## src/common/mas_pkg.sv

```systemverilog
// shared constants and types for the march address sequencer
package mas_pkg;
    localparam int ROW_BITS = 4;
    localparam int COL_BITS = 2;
    localparam int DATA_BITS = 8;
    localparam logic [7:0] RESET_DATA = 8'h00;
    // register offsets
    localparam logic [3:0] OFS_CTRL = 4'h0;
    localparam logic [3:0] OFS_STATUS = 4'h1;
    localparam logic [3:0] OFS_IRQ_STAT = 4'h2;
    localparam logic [3:0] OFS_IRQ_CLR = 4'h3;
    localparam logic [3:0] OFS_IRQ_EN = 4'h4;
    localparam logic [3:0] OFS_DATA = 4'h5;
    localparam logic [3:0] OFS_ADDR = 4'h6;
    // control fields
    localparam int CTRL_START_BIT = 0;
    // interrupt bit positions
    localparam int IRQ_DONE_BIT = 0;
    localparam int IRQ_FAIL_BIT = 1;
    localparam logic [1:0] IRQ_RESET = 2'h0;
    // one march phase per step, gray coded
    typedef enum logic [2:0] {
        MAS_IDLE = 3'h0,
        MAS_W0 = 3'h1,
        MAS_R0W1_UP = 3'h3,
        MAS_R1W0_UP = 3'h2,
        MAS_R0W1_DN = 3'h6,
        MAS_R1W0_DN = 3'h7,
        MAS_R0_DN = 3'h5,
        MAS_DONE = 3'h4
    } mas_phase_e;
    // cycle within a read-then-write operation
    typedef enum logic [1:0] {
        MAS_OP_READ = 2'h0,
        MAS_OP_CMP = 2'h1,
        MAS_OP_WRITE = 2'h3
    } mas_op_e;
endpackage

```

## src/rtl/mas_segment.sv

```systemverilog
`timescale 1ns/100ps
// one address segment: up/down counter with wrap and hold-at-end
module mas_segment #(
    parameter int WIDTH = 4
) (
    // clock and reset
    input wire logic clk,
    input wire logic rst_n,
    // control
    input wire logic load_min,
    input wire logic step,
    input wire logic down,
    input wire logic inhibit_wrap,
    // state
    output logic [WIDTH-1:0] value,
    output logic at_end
);
    localparam logic [WIDTH-1:0] MAX_VAL = '1;
    localparam logic [WIDTH-1:0] MIN_VAL = '0;
    logic [WIDTH-1:0] next_value;
    // refuse a segment with no bits at elaboration
    if (WIDTH < 1)
    begin : g_width_check
        $error("segment width must be at least one");
    end
    // terminal count depends on direction
    assign at_end = down ? (value == MIN_VAL) : (value == MAX_VAL);
    // wrap to the opposite extreme unless suppressed
    assign next_value = (at_end && inhibit_wrap) ? value :
                        (at_end && !down) ? MIN_VAL :
                        (at_end && down) ? MAX_VAL :
                        down ? value - WIDTH'(1) : value + WIDTH'(1);
    // counter register
    always_ff @(posedge clk or negedge rst_n)
    begin
        if (!rst_n)
            value <= '0;
        else if (load_min)
            value <= MIN_VAL;
        else if (step)
            value <= next_value;
    end
endmodule

```

## src/rtl/mas_top.sv

```systemverilog
// The address map and the strobed register port were left to the implementer.
`timescale 1ns/100ps
// march c- self-test sequencer driving a synchronous ram
// Overview of operation
// - finish every cycle of an operation before the address moves
// - incrementing segment wraps from maximum to minimum unless inhibited
// - decrementing segment wraps from minimum to maximum unless inhibited
// - wrap suppression holds segments at the extreme for the next phase
// - advance phase only when both segments end and last operation completes
// - row counts every step; column steps only on row carry
// - background phase writes data register value at every address
// - read-then-write compares true data then writes inverted data
// - next pass expects inverted data and writes true data
// - six phases: w0 up, two rmw up, two rmw down, read down
// - background fixed ascending, final read fixed descending
// - setup loads write and expect data with all zeros
// - descending phase after held phase starts at memory top
// - straight data mapping, no per-sub-array inversion
// - descending phase ends when minimum address was operated on
module mas_top #(
    parameter int ROW_BITS = mas_pkg::ROW_BITS,
    parameter int COL_BITS = mas_pkg::COL_BITS,
    parameter int DATA_BITS = mas_pkg::DATA_BITS
) (
    // clock and reset
    input wire logic clk,
    input wire logic resetn,
    // register port
    input wire logic [3:0] reg_addr,
    input wire logic [31:0] reg_wdata,
    input wire logic reg_wr,
    input wire logic reg_rd,
    output logic [31:0] reg_rdata,
    // memory under test
    output logic [ROW_BITS+COL_BITS-1:0] mem_addr,
    output logic [DATA_BITS-1:0] mem_wdata,
    output logic mem_we,
    output logic mem_re,
    input wire logic [DATA_BITS-1:0] mem_rdata,
    // status
    output logic busy,
    output logic fail,
    output logic irq
);
    localparam int AW = ROW_BITS + COL_BITS;
    // geometry that the address and register paths cannot serve
    if (ROW_BITS < 1 || COL_BITS < 1 || DATA_BITS < 1 || DATA_BITS > 32 || AW > 16)
    begin : g_geometry_check
        $error("unsupported sequencer geometry");
    end

    // reset release through two flops
    logic rst_meta;
    logic rst_n;
    always_ff @(posedge clk or negedge resetn)
    begin
        if (!resetn)
        begin
            rst_meta <= 1'b0;
            rst_n <= 1'b0;
        end
        else
        begin
            rst_meta <= 1'b1;
            rst_n <= rst_meta;
        end
    end

    // state
    mas_pkg::mas_phase_e phase;
    mas_pkg::mas_phase_e next_phase;
    mas_pkg::mas_op_e op;
    logic [DATA_BITS-1:0] data_reg;
    logic [DATA_BITS-1:0] expect_q;
    logic [1:0] irq_stat;
    logic [1:0] irq_en;
    logic [ROW_BITS-1:0] row_segment;
    logic [COL_BITS-1:0] column_segment;
    logic row_end;
    logic col_end;
    // read compare pipeline: the ram answers a cycle after its strobe
    logic rd_pend;
    logic [DATA_BITS-1:0] exp_pend;

    // register decode
    wire wr_ctrl = reg_wr && reg_addr == mas_pkg::OFS_CTRL;
    wire wr_clr = reg_wr && reg_addr == mas_pkg::OFS_IRQ_CLR;
    wire wr_en = reg_wr && reg_addr == mas_pkg::OFS_IRQ_EN;
    wire wr_data = reg_wr && reg_addr == mas_pkg::OFS_DATA;
    wire start = wr_ctrl && reg_wdata[mas_pkg::CTRL_START_BIT] && !busy;

    // phase attributes
    wire running = phase != mas_pkg::MAS_IDLE && phase != mas_pkg::MAS_DONE;
    wire dir_down = phase == mas_pkg::MAS_R0W1_DN || phase == mas_pkg::MAS_R1W0_DN
                    || phase == mas_pkg::MAS_R0_DN;
    wire is_write_only = phase == mas_pkg::MAS_W0;
    wire is_read_only = phase == mas_pkg::MAS_R0_DN;
    wire inv_expect = phase == mas_pkg::MAS_R1W0_UP
                      || phase == mas_pkg::MAS_R1W0_DN;
    wire inhibit = phase == mas_pkg::MAS_R1W0_UP;
    // last cycle of the current operation
    wire op_last = running && (is_write_only ? 1'b1 :
                   is_read_only ? op == mas_pkg::MAS_OP_CMP :
                   op == mas_pkg::MAS_OP_WRITE);
    wire addr_step = op_last;
    wire row_carry = row_end;
    wire col_step = addr_step && row_carry;
    wire last_addr = row_end && col_end;
    wire phase_done = op_last && last_addr;
    // compare a cycle after the read strobe, when the ram output stands
    wire mismatch = rd_pend && mem_rdata != exp_pend;

    // address segments of the primary address counter
    mas_segment #(.WIDTH(ROW_BITS)) u_row (
        .clk(clk),
        .rst_n(rst_n),
        .load_min(start),
        .step(addr_step),
        .down(dir_down),
        .inhibit_wrap(inhibit && last_addr),
        .value(row_segment),
        .at_end(row_end)
    );
    mas_segment #(.WIDTH(COL_BITS)) u_col (
        .clk(clk),
        .rst_n(rst_n),
        .load_min(start),
        .step(col_step),
        .down(dir_down),
        .inhibit_wrap(inhibit && last_addr),
        .value(column_segment),
        .at_end(col_end)
    );

    // march phase sequence
    always_comb
    begin
        next_phase = phase;
        case (phase)
            mas_pkg::MAS_IDLE: if (start) next_phase = mas_pkg::MAS_W0;
            mas_pkg::MAS_W0: if (phase_done) next_phase = mas_pkg::MAS_R0W1_UP;
            mas_pkg::MAS_R0W1_UP: if (phase_done) next_phase = mas_pkg::MAS_R1W0_UP;
            mas_pkg::MAS_R1W0_UP: if (phase_done) next_phase = mas_pkg::MAS_R0W1_DN;
            mas_pkg::MAS_R0W1_DN: if (phase_done) next_phase = mas_pkg::MAS_R1W0_DN;
            mas_pkg::MAS_R1W0_DN: if (phase_done) next_phase = mas_pkg::MAS_R0_DN;
            mas_pkg::MAS_R0_DN: if (phase_done) next_phase = mas_pkg::MAS_DONE;
            mas_pkg::MAS_DONE: if (start) next_phase = mas_pkg::MAS_W0;
            default: next_phase = mas_pkg::MAS_IDLE;
        endcase
    end

    // phase and operation cycle registers
    always_ff @(posedge clk or negedge rst_n)
    begin
        if (!rst_n)
        begin
            phase <= mas_pkg::MAS_IDLE;
            op <= mas_pkg::MAS_OP_READ;
        end
        else
        begin
            phase <= next_phase;
            if (start || op_last)
                op <= mas_pkg::MAS_OP_READ;
            else if (running && op == mas_pkg::MAS_OP_READ)
                op <= mas_pkg::MAS_OP_CMP;
            else if (running && op == mas_pkg::MAS_OP_CMP)
                op <= mas_pkg::MAS_OP_WRITE;
        end
    end

    // memory drive: read strobe after op cycle 0, write strobe after cycle 1 (after cycle 0 in the background phase)
    wire [DATA_BITS-1:0] true_data = data_reg;
    wire [DATA_BITS-1:0] wr_val = inv_expect ? true_data : ~true_data;
    wire [DATA_BITS-1:0] next_wdata = is_write_only ? true_data : wr_val;
    wire next_we = running && (is_write_only ||
                   (!is_read_only && op == mas_pkg::MAS_OP_CMP));
    wire next_re = running && !is_write_only && op == mas_pkg::MAS_OP_READ;
    wire [AW-1:0] cur_addr = {column_segment, row_segment};
    always_ff @(posedge clk or negedge rst_n)
    begin
        if (!rst_n)
        begin
            mem_addr <= '0;
            mem_wdata <= '0;
            mem_we <= 1'b0;
            mem_re <= 1'b0;
            expect_q <= '0;
            rd_pend <= 1'b0;
            exp_pend <= '0;
        end
        else
        begin
            mem_addr <= cur_addr;
            mem_wdata <= next_wdata;
            mem_we <= next_we;
            mem_re <= next_re;
            expect_q <= inv_expect ? ~true_data : true_data;
            rd_pend <= mem_re;                                           // ram data next cycle
            exp_pend <= expect_q;
        end
    end

    // data register, zero background at setup
    always_ff @(posedge clk or negedge rst_n)
    begin
        if (!rst_n)
            data_reg <= DATA_BITS'(mas_pkg::RESET_DATA);
        else if (wr_data && !busy)
            data_reg <= reg_wdata[DATA_BITS-1:0];
    end

    // sticky fail and status
    always_ff @(posedge clk or negedge rst_n)
    begin
        if (!rst_n)
        begin
            fail <= 1'b0;
            busy <= 1'b0;
        end
        else
        begin
            busy <= next_phase != mas_pkg::MAS_IDLE && next_phase != mas_pkg::MAS_DONE;
            if (start)
                fail <= 1'b0;
            else if (mismatch)
                fail <= 1'b1;
        end
    end

    // interrupt status: set wins over clear
    wire [1:0] irq_set = {mismatch, phase == mas_pkg::MAS_R0_DN && phase_done};
    always_ff @(posedge clk or negedge rst_n)
    begin
        if (!rst_n)
        begin
            irq_stat <= mas_pkg::IRQ_RESET;
            irq_en <= mas_pkg::IRQ_RESET;
            irq <= 1'b0;
        end
        else
        begin
            irq_stat <= (irq_stat & ~(wr_clr ? reg_wdata[1:0] : 2'h0)) | irq_set;
            if (wr_en)
                irq_en <= reg_wdata[1:0];
            irq <= |(irq_stat & irq_en);
        end
    end

    // read data mux, registered
    logic [31:0] rd_mux;
    always_comb
    begin
        rd_mux = 32'h0;
        case (reg_addr)
            mas_pkg::OFS_STATUS: rd_mux = {27'h0, phase, fail, busy};
            mas_pkg::OFS_IRQ_STAT: rd_mux = {30'h0, irq_stat};
            mas_pkg::OFS_IRQ_EN: rd_mux = {30'h0, irq_en};
            mas_pkg::OFS_DATA: rd_mux = 32'(data_reg);
            mas_pkg::OFS_ADDR: rd_mux = 32'(cur_addr);
            default: rd_mux = 32'h0;
        endcase
    end
    always_ff @(posedge clk or negedge rst_n)
    begin
        if (!rst_n)
            reg_rdata <= 32'h0;
        else
            reg_rdata <= reg_rd ? rd_mux : 32'h0;
    end

    // assertions
    AST_ADDR_HOLD_MID_OP: assert property (@(posedge clk) disable iff (!rst_n)
        running && !op_last |=> $stable(cur_addr))
        else $error("address moved inside an operation");
    AST_UP_WRAP: assert property (@(posedge clk) disable iff (!rst_n)
        addr_step && !dir_down && !inhibit && row_end |=> row_segment == '0)
        else $error("row did not wrap to minimum");
    AST_DN_WRAP: assert property (@(posedge clk) disable iff (!rst_n)
        addr_step && dir_down && row_end && !col_end |=> row_segment == '1)
        else $error("row did not reload maximum");
    AST_HOLD_TOP: assert property (@(posedge clk) disable iff (!rst_n)
        phase == mas_pkg::MAS_R1W0_UP && phase_done |=> cur_addr == '1)
        else $error("address did not hold at top");
    AST_ADVANCE: assert property (@(posedge clk) disable iff (!rst_n)
        running && !phase_done |=> phase == $past(phase))
        else $error("phase advanced early");
    AST_COL_CARRY: assert property (@(posedge clk) disable iff (!rst_n)
        addr_step && !row_end |=> $stable(column_segment))
        else $error("column stepped without carry");
    AST_W0_DATA: assert property (@(posedge clk) disable iff (!rst_n)
        phase == mas_pkg::MAS_W0 |=> mem_we && mem_wdata == $past(data_reg))
        else $error("background write wrong");
    AST_RMW_INV: assert property (@(posedge clk) disable iff (!rst_n)
        phase == mas_pkg::MAS_R0W1_UP && op == mas_pkg::MAS_OP_CMP
        |=> mem_we && mem_wdata == ~data_reg)
        else $error("inverted write missing");
    AST_FAIL_STICKY: assert property (@(posedge clk) disable iff (!rst_n)
        mismatch && !start |=> fail ##1 (fail || $past(start)))
        else $error("fail flag not sticky");
    AST_RMW_TRUE: assert property (@(posedge clk) disable iff (!rst_n)
        phase == mas_pkg::MAS_R1W0_UP && op == mas_pkg::MAS_OP_CMP
        |=> mem_we && mem_wdata == data_reg)
        else $error("true data write missing");
    AST_EXPECT_INV: assert property (@(posedge clk) disable iff (!rst_n)
        phase == mas_pkg::MAS_R1W0_UP |=> expect_q == ~data_reg)
        else $error("expected data not inverted");
    AST_W0_NO_READ: assert property (@(posedge clk) disable iff (!rst_n)
        phase == mas_pkg::MAS_W0 |=> !mem_re)
        else $error("read issued in background phase");
    AST_UP_ORDER: assert property (@(posedge clk) disable iff (!rst_n)
        phase == mas_pkg::MAS_W0 && addr_step && !last_addr
        |=> cur_addr == $past(cur_addr) + AW'(1))
        else $error("background phase not ascending");
    AST_DN_ORDER: assert property (@(posedge clk) disable iff (!rst_n)
        phase == mas_pkg::MAS_R0_DN && addr_step && !last_addr
        |=> cur_addr == $past(cur_addr) - AW'(1))
        else $error("final read phase not descending");
    AST_TOP_START: assert property (@(posedge clk) disable iff (!rst_n)
        phase == mas_pkg::MAS_R0W1_DN && $past(phase) == mas_pkg::MAS_R1W0_UP
        |-> cur_addr == '1)
        else $error("descending phase did not start at top");
    AST_MIN_END: assert property (@(posedge clk) disable iff (!rst_n)
        phase_done && dir_down |-> cur_addr == '0)
        else $error("descending phase ended above minimum");
    AST_PHASE_ORDER: assert property (@(posedge clk) disable iff (!rst_n)
        phase == mas_pkg::MAS_R0W1_DN && phase_done |=> phase == mas_pkg::MAS_R1W0_DN)
        else $error("phase order broken");
    AST_READ_ONLY: assert property (@(posedge clk) disable iff (!rst_n)
        phase == mas_pkg::MAS_R0_DN |=> !mem_we)
        else $error("write issued in final read phase");
    AST_IDLE_HOLD: assert property (@(posedge clk) disable iff (!rst_n)
        !running && !start |=> $stable(cur_addr))
        else $error("address moved outside a run");

    // cover points for the main scenarios
    COV_DONE: cover property (@(posedge clk) disable iff (!rst_n)
        phase == mas_pkg::MAS_R0_DN ##1 phase == mas_pkg::MAS_DONE);
    COV_FAIL: cover property (@(posedge clk) disable iff (!rst_n) $rose(fail));
    COV_HOLD: cover property (@(posedge clk) disable iff (!rst_n)
        phase == mas_pkg::MAS_R1W0_UP ##1 phase == mas_pkg::MAS_R0W1_DN);
    COV_FAULT_DN: cover property (@(posedge clk) disable iff (!rst_n)
        mismatch && phase == mas_pkg::MAS_R0_DN);
endmodule

```

## config.mk

```make
export PLATFORM = sky130hd
export DESIGN_NAME = mas_top
export DESIGN_NICKNAME = d
export VERILOG_FILES = /design/src/common/mas_pkg.sv /design/src/rtl/mas_segment.sv /design/src/rtl/mas_top.sv
export SDC_FILE = /design/constraint.sdc
export NUM_CORES = 1
export LEC_CHECK = 0
export BUFFER_PORTS_ARGS = -buffer_cell sky130_fd_sc_hd__buf_4
export CAP_MARGIN = 10
export CORE_ASPECT_RATIO = 0.6
export CORE_MARGIN = 10
export CORE_UTILIZATION = 51
export DETAILED_ROUTE_END_ITERATION = 10
export HOLD_SLACK_MARGIN = 0.15
export PLACE_DENSITY_LB_ADDON = 0.08
export SLEW_MARGIN = 20
export SYNTH_ARGS = -nofsm -noshare
export SYNTH_HDL_FRONTEND = slang
export SYNTH_SLANG_ARGS = --single-unit
```

## constraint.sdc

```tcl
create_clock -name clk -period 2.9 [get_ports clk]
set_clock_uncertainty 0.15 [all_clocks]
set_input_delay 0.58 -clock clk [delete_from_list [all_inputs] [get_ports clk]]
set_output_delay 0.58 -clock clk [all_outputs]
set_load 0.005 [all_outputs]
```

Word-level counts from Yosys, hierarchy flattened
Index checks and enable logic that the tools add are counted.

Reductions and logical operators: 52. Multiplexer cells: 35. Shifts and indexed selects: 0. Div/mod/pow operators: 0. Equality and inequality tests: 22. Bitwise operators: 5. Add/subtract/negate cells: 4. Order comparisons: 0. Multiply operators: 0.

Operators with widths (count): $pmux 8 s5 (1); $mux 32 (1); $logic_and 1x1->1 (28); $mux 4 (6); $mux 8 (3); $mux 3 (7); $pmux 3 s7 (1); $mux 2 (10); $eq 3x3->1 const B (4); $eq 4x3->1 const B (3); $reduce_bool 3->1 (3); $eq 4x2->1 const B (2); $logic_not 4->1 (2); $ne 8x8->1 (1); $not 8->8 (1); $eq 3x2->1 const B (2); $mux 1 (6); $ne 3x3->1 const B (2); $reduce_bool 2->1 (3); $logic_or 1x1->1 (5); $add 4x1->4 const B (1); $and 2x2->2 (2); $eq 2x2->1 const B (2); $eq 4x1->1 const B (1); 14 further kinds (21).

Latch bits: 0. Memory bits (writable): 0. Memories kept: 0. Bits in read-only memories: 0. Register bits after elaboration: 93. Logic and storage cells: 138. Bits of input ports: 48. Output and inout bits: 51.

Depth between registers and ports, before layout
Gate-level depths: netlist of run 1.

Word-level depth: 10. Depth in mapped cells: 9. Depth with buffers taken out: 8.

Cells and area by module
A second synthesis of run 1 with hierarchy kept.

Cell total of the unflattened synthesis: 275. Area total of the unflattened synthesis: 3225.6 sq um.

Modules (own cells, without submodules): mas_top (instances 1, seq. area each 1576.5 sq um, cells an instance 222, area each 2726.4 sq um); mas_segment (u_row) (instances 1, seq. area each 100.1 sq um, cells an instance 35, area each 341.6 sq um); mas_segment (u_col) (instances 1, seq. area each 50.0 sq um, cells an instance 18, area each 157.7 sq um).

Least setup slack after synthesis of run 1
OpenSTA, ideal clock, no wires.

Kind: register to register. Start point: register phase[1]. End point: register u_row.value[3]. Path buffers: 1. Setup time: 0.131 ns. Clock period less this slack: 2.134 ns. Required time: 2.619 ns. Setup slack: 0.766 ns. Stages on the path, launching flop included: 10. Data arrival time: 1.853 ns. Path through: dfrtp_1 buf_2 o21ai_4 inv_2 ha_1 a21o_1 a211oi_1 o211ai_2 a21oi_2 nor4_2.

Cells in the longest elaborated chain, start to end: 10. Elaborated cells on any way between the ends: 30. Those cells by class: eq/ne (7); mux (10); reduce/logical (13).

RTL lines: start: declaration (RTL line mas_top.sv:70) `mas_pkg::mas_phase_e phase;`; start signal: assignment (RTL line mas_top.sv:157) `phase <= mas_pkg::MAS_IDLE;`; start signal: assignment (RTL line mas_top.sv:162) `phase <= next_phase;`; $eq 3x3->1 (RTL line mas_top.sv:94) `wire dir_down = phase == mas_pkg::MAS_R0W1_DN || phase == mas_pkg::MAS_R1W0_DN`; $logic_or 1x1->1 (RTL line mas_top.sv:94); $logic_or 1x1->1 (RTL line mas_top.sv:95) `|| phase == mas_pkg::MAS_R0_DN;`; $mux 1 (RTL line mas_segment.sv:27) `assign at_end = down ? (value == MIN_VAL) : (value == MAX_VAL);`; $logic_and 1x1->1 (RTL line mas_segment.sv:31) `(at_end && down) ? MAX_VAL :`; $mux 4 (RTL line mas_segment.sv:31); $mux 4 (RTL line mas_segment.sv:30) `(at_end && !down) ? MIN_VAL :`; $mux 4 (RTL line mas_segment.sv:29) `assign next_value = (at_end && inhibit_wrap) ? value :`; $mux 4 (RTL line mas_segment.sv:40) `else if (step)`; $mux 4 (RTL line mas_segment.sv:38) `else if (load_min)`; end signal: assignment (RTL line mas_segment.sv:41) `value <= next_value;`; end: declaration (RTL line mas_segment.sv:15) `output logic [WIDTH-1:0] value,`.

Several ways; a longest one is shown, not always the timed one. The select of a mux whose other input is x is not followed. A chain may end at the register's enable or synchronous reset.

Worst setup path in the final report of run 1
Start point: register phase[2]. End point: register u_row.value[3].

Same word-level chain as after synthesis.

==> flow_summary.json, run 1 <==
{
  "cts_buffer_depth": 2,
  "cts_tree": "built",
  "fin_util_pct": 63.3,
  "yosys.area.top_type": "dfrtp_1",
  "yosys.area.top_type_share_pct": 54.2,
  "m1WireLength_mm": 3.45,
  "drt_wl_total_mm": 7.03,
  "fin_crit_ps": 2340,
  "mostFrequentLayoutCell": "dfrtp_1",
  "synthCells": 279,
  "tightest_slew_ps": 692,
  "insertedDiodeCount": 0,
  "drc": 0,
  "viasPerCell": 5.15,
  "rr_worst_depth": 8,
  "grt_first_pass_wirelength_mm": 11.3,
  "fin_setup_tns_ps": 0,
  "post_cts_buffers": 0,
  "reg2reg_to": "u_row.value[3]",
  "fin_crit_sh_pct": 80.8,
  "setup_viol": 0,
  "crit_arrival_ps": 2410,
  "routed-wl-met2_mm": 2.74,
  "detailed_place.area_sq_um": 3590,
  "antenna_found_initial": 0,
  "hold_class": "reg2async",
  "synth-main-ff-cell": "dfrtp_1",
  "syn_area_sq_um": 3180,
  "drtAntennaViolNets": 0,
  "final_cell_mix": "dfrtp_1 (68), buf_4 (53), xnor2_1 (26), conb_1 (25), nor2_1 (19)",
  "preCtsSetupSlack_ps": 607,
  "synth.area.top_cells": "dfrtp_1 (54%), xnor2_1 (7.2%), buf_4 (5.7%)",
  "ys_seq_elements": 69,
  "rows": 22,
  "path_class": "reg2reg",
  "h-tree-depth": 3,
  "drive_gt1_share_pct": 28.9,
  "grt_usage_pct": 14.9,
  "hold_ws_ps": 168,
  "r2r_start": "phase[2]",
  "fmax_mhz": 427,
  "fp.dieW_um": 122,
  "power.leakage_nw": 1.72,
  "cts_made_buffers": 9,
  "yosys_warnings": 0,
  "status": "finished, final reports clean",
  "finalMaxSlewViolations": 0,
  "power.density_nw_per_um2": 935,
  "grt_max_degree": 38,
  "syn_to_final_growth_pct": 21.0,
  "ys_seq_area_share_pct": 54.2,
  "finalHoldViolations": 0,
  "vias": 2196,
  "ir_worst_vdd_uv": 448,
  "rsz0062_at_grt": "no",
  "postLayoutCellArea_sq_um": 3850,
  "max_slew_margin_pct": 53.8,
  "coreArea_sq_um": 6080,
  "grt-ovfl-total": 0,
  "async_reset_ff_share_pct": 100,
  "clock_sinks": 69,
  "routed.top_layer": "met4",
  "firstDrtPassIters": 7,
  "root_buffer": "clkbuf_8",
  "place_congestion": 0.876,
  "die_area_sq_um": 9910,
  "drtIter0Drc": 178,
  "met3_length_um": 774,
  "start_util_pct": 52.3,
  "cp-end-kind": "flop",
  "avgRoutedWirePerCell_um": 16.5,
  "worst-path-max-fanout": 13,
  "cts.reportedPaths.clkPinSlew_ps": 80,
  "worst_slack_ps": 558,
  "dieHeight_um": 81.2,
  "required_ps": 2970,
  "cap_viol_max_count": 0,
  "clock_latency_ps": 340,
  "synth_edf_count": 0,
  "avgSynthCellArea_sq_um": 11.4,
  "io_buffer_count": 50,
  "grt_pass1_vias": 2187,
  "io_pins": 99,
  "dp_hpwl_mm": 5.38,
  "cp-start-kind": "flop",
  "finalNetCount": 388,
  "r2r_slack_ps": 560,
  "yosysUniqueCellTypes": 54
}
==> metal layers <==
| layer | GRT usage [%] | vias to the layer above |
|---|---|---|
| li1 | - | 1032 |
| met2 | 20.3 | 111 |
| met4 | 4.38 | 0 |
| met5 | 0 | - |
| met1 | 20.8 | 1043 |
| met3 | 6.37 | 10 |
==> power by group <==
part	switching, mW	internal (mW)	leakage (nW)
clock	0.353	0.619	0.126
combinational	0.580	0.565	0.772
sequential	0.227	1.26	0.821
total	1.16	2.44	1.72
==> synth_stat cells, drive strengths merged (4+ instances only) <==
| master | number |
|---|---|
| o21ai | 15 |
| or3 | 4 |
| nand3 | 9 |
| mux2 | 11 |
| buf | 27 |
| nor3 | 8 |
| or2 | 4 |
| clkbuf | 4 |
| dfrtp | 69 |
| xnor2 | 26 |
| nor2 | 19 |
| a21oi | 9 |
| nand2 | 13 |
| a22oi | 5 |
| nor2b | 4 |
| inv | 6 |
| nand2b | 6 |
==> critical path, stage by stage (launching register included) <==
cell,delay (ps)
dfrtp_1,630
o21ai_4,150
inv_2,160
ha_1,250
a21o_1,190
a211oi_1,310
o211ai_2,140
a21oi_2,170
nor4_2,60
==> repair_timing <==
item | CTS | global route
gates resized for setup | 0 | 0
hold endpoints to repair | 2 | 0
hold buffers | 1 | 0
==> area by class of cell <==
cell class                 instances  area, sq um
clock buffer                      11          151
clock inverter                     5          106
fill                             504         2230
inverter                           6         22.5
multi-input combinational        196         1310
sequential                        69         1730
tap                               84          105
timing repair buffer              55          428
==> stage by stage <==
step | total power, mW | instances
after floorplan | 2.24 | 302
after global placement | 2.62 | 409
after detailed placement | 2.65 | 409
final | 3.60 | 426
after CTS | 3.63 | 426
after global routing | 3.85 | 426
==> worst max path at each step <==
stage / start / end / slack, ps / depth (start not counted)
final: phase[2] / u_row.value[3] / 560 / 8
after global routing: phase[2] / u_row.value[3] / 430 / 8
after CTS: phase[1] / u_row.value[3] / 580 / 8
after detailed placement: phase[1] / u_row.value[3] / 610 / 8
after global placement: phase[1] / u_row.value[3] / 620 / 8
after floorplan: rst_n / busy / 690 / 0
==> kinds of logic after synthesis <==
kind of cell             after synthesis  share of synthesized area (%)
AND/OR/NAND/NOR                       83                           14.7
adder cells (fa/ha/maj)                3                           1.41
AO/OA/AOI/OAI                         43                           9.67
multiplexers                          14                           4.83
buffers and inverters                 37                           7.27
other                                  2                          0.236
XOR/XNOR                              28                           7.70
flip-flops                            69                           54.2
(Power assumes the default switching activity.)
==> inputs of run 2 (changes only) <==
==> constraint.sdc (replaced) <==
create_clock -name clk -period 2.3 [get_ports clk]
set_clock_uncertainty 0.15 [all_clocks]
set_input_delay 0.46 -clock clk [delete_from_list [all_inputs] [get_ports clk]]
set_output_delay 0.46 -clock clk [all_outputs]
set_load 0.005 [all_outputs]
==> run 2 against run 1 <==
  * Sequential cell count unchanged
  * Wire length shrank 0.17%
  * Hold slack improved by 23 ps
  * Die area did not move
  * Global-route usage about the same
  * Sequential share of layout area down 0.35 points
  * Count of clock-buffer cells in the layout is the same
  * Clock power is 15% higher
  * Largest cell class unchanged
  * Largest power group unchanged
==> flow_summary.json, run 2 (synthesized netlist as in run 1, its figures left out) <==
{
  "status": "finished, final reports clean",
  "viasPerCell": 4.99,
  "grt-ovfl-total": 0,
  "required_ps": 2370,
  "cp-end-kind": "flop",
  "fin_crit_sh_pct": 90.4,
  "insertedDiodeCount": 0,
  "rsz0062_at_grt": "no",
  "mostFrequentLayoutCell": "dfrtp_1",
  "drtIter0Drc": 148,
  "grt_pass1_vias": 2161,
  "antenna_found_initial": 0,
  "rows": 22,
  "grt_max_degree": 68,
  "root_buffer": "clkbuf_8",
  "io_pins": 99,
  "tightest_slew_ps": 578,
  "finalMaxSlewViolations": 0,
  "vias": 2162,
  "hold_class": "in2reg",
  "drive_gt1_share_pct": 30.1,
  "dieHeight_um": 81.2,
  "fin_crit_ps": 2080,
  "cts_made_buffers": 9,
  "grt_first_pass_wirelength_mm": 11.4,
  "path_class": "reg2reg",
  "cap_viol_max_count": 0,
  "start_util_pct": 52.3,
  "clock_sinks": 69,
  "firstDrtPassIters": 4,
  "cp-start-kind": "flop",
  "avgRoutedWirePerCell_um": 16.2,
  "grt_usage_pct": 14.9,
  "clock_latency_ps": 340,
  "coreArea_sq_um": 6080,
  "dp_hpwl_mm": 5.30,
  "setup_viol": 0,
  "cts_buffer_depth": 2,
  "fp.dieW_um": 122,
  "power.density_nw_per_um2": 1150,
  "syn_to_final_growth_pct": 22.0,
  "drt_wl_total_mm": 7.02,
  "ir_worst_vdd_uv": 603,
  "power.leakage_nw": 1.74,
  "final_cell_mix": "dfrtp_1 (68), buf_4 (59), xnor2_1 (26), conb_1 (25), nor2_1 (19)",
  "finalHoldViolations": 0,
  "cts.reportedPaths.clkPinSlew_ps": 80,
  "drc": 0,
  "max_slew_margin_pct": 61.5,
  "worst-path-max-fanout": 7,
  "fin_setup_tns_ps": 0,
  "die_area_sq_um": 9910,
  "finalNetCount": 395,
  "drtAntennaViolNets": 0,
  "io_buffer_count": 50,
  "cts_tree": "built",
  "hold_ws_ps": 191,
  "place_congestion": 0.890,
  "h-tree-depth": 3,
  "crit_arrival_ps": 2150,
  "fmax_mhz": 481
}
==> run 2: cell types whose count changed in the layout (fill, tap and decap cells not counted) <==
cell,before,now
clkinv_4,1,0
inv_6,0,1
bufinv_16,3,2
clkinv_2,0,1
dlygate4sd3_1,1,2
buf_4,53,59
==> run 2: layout make-up <==
cell class	instances	area, sq um
Tap cell	84	105
Sequential cell	69	1730
Fill cell	500	2200
Multi-Input combinational cell	196	1310
Inverter	6	22.5
Clock buffer	11	151
Clock inverter	5	81.3
Timing Repair Buffer	62	483
==> run 2: per-layer routing <==
layer	track usage, %	vias up	wire length [um]
met1	21.9	1014	3590
met3	5.19	6	616
met2	19.1	89	2760
met5	0	-	0
li1	-	1053	-
met4	5.81	0	53
==> run 2: final timing paths <==
| path | slack (ps) | to | cells past startpoint | start |
|---|---|---|---|---|
| worst min-delay path | 190 | data_reg[6] | 2 | reg_wdata[6] |
| min in group asynchronous | 280 | rst_n | 2 | resetn |
| worst max-delay path | 220 | u_row.value[3] | 8 | phase[0] |
| worst min register to register | 200 | exp_pend[7] | 0 | expect_q[7] |
| max in group asynchronous | 1010 | u_row.value[3] | 2 | rst_n |
| worst max register to register | 220 | u_row.value[3] | 8 | phase[0] |
==> run 2: per-stage QoR <==
step / power (mW) / setup WS, ps / cells / utilization, % / cell area [sq um]
global route: 4.78 / 70.8 / 433 / 63.8 / 3880
global placement: 3.35 / 226 / 415 / 59.7 / 3630
floorplan: 2.82 / 86.3 / 302 / - / 3270
detailed placement: 3.38 / 222 / 415 / 59.7 / 3630
CTS: 4.51 / 208 / 433 / 63.8 / 3880
finish: 4.48 / 220 / 433 / 63.8 / 3880
==> run 2: timing repair <==
action / in CTS / in global routing
setup endpoints to repair: 0 / 0
buffers inserted: 0 / 0
hold buffers: 2 / 0
gates resized for setup: 0 / 0
endpoints found under the hold margin: 10 / 0
==> run 2: report_power, final <==
group / internal, mW / total (mW) / switching (mW) / leakage, nW
sequential: 1.59 / 1.82 / 0.226 / 0.821
clock: 0.671 / 1.12 / 0.453 / 0.116
combinational: 0.749 / 1.54 / 0.792 / 0.804
==> run 2: worst max-delay path, stage by stage, from the launching register on <==
cell	delay [ps]
dfrtp_1	420
o21ai_4	170
inv_2	100
ha_1	290
a21o_1	200
a211oi_1	280
o211ai_2	140
a21oi_2	160
nor4_2	60
==> inputs of run 3 (changes only) <==
==> constraint.sdc (replaced) <==
create_clock -name clk -period 2.3 [get_ports clk]
set_clock_uncertainty 0.15 [all_clocks]
set_input_delay 0.345 -clock clk [delete_from_list [all_inputs] [get_ports clk]]
set_output_delay 0.345 -clock clk [all_outputs]
set_load 0.005 [all_outputs]
==> run 3 against run 2 <==
  * Sequential cell count unchanged
  * Via count up 1.3%
  * Final cell count up 1.8%
  * Utilization up 1.6 points
  * Combinational power about the same
  * Wire length up 0.68%
  * Setup slack worse by 21 ps
  * Design area up 2.4%
  * Sequential share of layout area down 1.1 points
  * Global-route usage up 0.35 points
  * Hold slack worse by 27 ps
  * Critical endpoint unchanged
  * Largest cell class unchanged
  * Largest power group unchanged
==> flow_summary.json, run 3 (synthesized netlist as in run 1, its figures left out) <==
{
  "power.density_nw_per_um2": 1150,
  "path_class": "reg2reg",
  "drt_wl_total_mm": 7.07,
  "setup_viol": 0,
  "preCtsSetupSlack_ps": 197,
  "dpl.cell_count": 415,
  "fmax_mhz": 476,
  "status": "finished, final reports clean",
  "crit_arrival_ps": 2170,
  "insertedDiodeCount": 0,
  "required_ps": 2370,
  "power.leakage_nw": 1.78,
  "coreArea_sq_um": 6080,
  "hold_class": "in2async",
  "grt_first_pass_wirelength_mm": 11.8,
  "worst-path-max-fanout": 7,
  "root_buffer": "clkbuf_8",
  "drtIter0Drc": 196,
  "fin_crit_sh_pct": 91.3,
  "drive_gt1_share_pct": 29.1,
  "h-tree-depth": 3,
  "drc": 0,
  "fp.dieW_um": 122,
  "total_power_mw": 4.56,
  "cts_buffer_depth": 2,
  "finalNetCount": 403,
  "ir_worst_vdd_uv": 664,
  "avgRoutedWirePerCell_um": 16.0,
  "grt_max_degree": 68,
  "max_slew_margin_pct": 61.2,
  "io_buffer_count": 50,
  "finalHoldViolations": 0,
  "syn_to_final_growth_pct": 25.0,
  "cap_viol_max_count": 0,
  "final_cell_mix": "dfrtp_1 (68), buf_4 (59), xnor2_1 (26), conb_1 (25), nor2_1 (19)",
  "die_area_sq_um": 9910,
  "cp-end-kind": "flop",
  "antenna_found_initial": 0,
  "fin_crit_ps": 2100,
  "drtAntennaViolNets": 0,
  "grt-ovfl-total": 0,
  "io_pins": 99,
  "dieHeight_um": 81.2,
  "clock_sinks": 69,
  "start_util_pct": 52.3,
  "cts_tree": "built",
  "grt_usage_pct": 15.2,
  "cts.reportedPaths.clkPinSlew_ps": 70,
  "fin_cells": 441,
  "tightest_slew_ps": 582,
  "fin_setup_tns_ps": 0,
  "finalMaxSlewViolations": 0,
  "viasPerCell": 4.97,
  "grt_pass1_vias": 2248,
  "dp_hpwl_mm": 5.31,
  "post_cts_buffers": 0,
  "postCtsHoldBufs": 10,
  "fin_util_pct": 65.4,
  "mostFrequentLayoutCell": "dfrtp_1",
  "rows": 22,
  "worst_slack_ps": 199,
  "cts_made_buffers": 9,
  "cts_resized": 0,
  "vias": 2190,
  "cp-start-kind": "flop",
  "firstDrtPassIters": 4,
  "place_congestion": 0.894,
  "rsz0062_at_grt": "no",
  "clock_latency_ps": 340
}
==> run 3: cell types whose count changed in the layout (fill, tap and decap cells not counted) <==
cell           delta
dlygate4sd3_1     +8
clkbuf_8          -1
clkinv_2          -1
clkbuf_1          +1
bufinv_16         +1
==> run 3: layout make-up <==
type	count	area, sq um
clock buffer	11	141
multi-input combinational	196	1310
clock inverter	5	106
sequential	69	1730
fill	485	2100
inverter	6	22.5
tap	84	105
timing repair buffer	70	563
==> run 3: path summary, 6_finish.rpt <==
check                            startpoint        endpoint  slack [ps]  cells after the start
worst max register to register     phase[0]  u_row.value[3]         200                      8
worst min-delay path                 resetn           rst_n         160                      2
worst max-delay path               phase[0]  u_row.value[3]         200                      8
max in group asynchronous             rst_n     mem_addr[1]        1020                      2
min in group clk                expect_q[1]     exp_pend[1]         200                      0
worst min register to register  expect_q[1]     exp_pend[1]         200                      0
==> run 3: report_power, final <==
part	total (mW)	internal (mW)	switching [mW]
Combinational	1.54	0.756	0.787
Sequential	1.82	1.59	0.227
Clock	1.20	0.754	0.446
Total	4.56	3.10	1.46
==> run 3: critical path, cell delays in order (launching register included) <==
cell and delay [ps]:
dfrtp_1 420, o21ai_4 170, inv_2 100, ha_1 270, a21o_1 190, a211oi_1 300, o211ai_2 130, a21oi_2 180
nor4_2 60
==> run 3: metal layers <==
layer / vias up / global-route usage, % / wire, um
li1: 1060 / - / -
met1: 1039 / 22.9 / 3490
met2: 85 / 19.7 / 2860
met3: 6 / 5.47 / 666
met4: 0 / 4.27 / 53
met5: - / 0 / 0
==> run 3: through the flow <==
step	hold WS (ps)	instance area [sq um]
after floorplan	-101	3270
after global placement	-21.7	3630
after detailed placement	-19.8	3630
after CTS	157	3980
after global routing	162	3980
final	165	3980
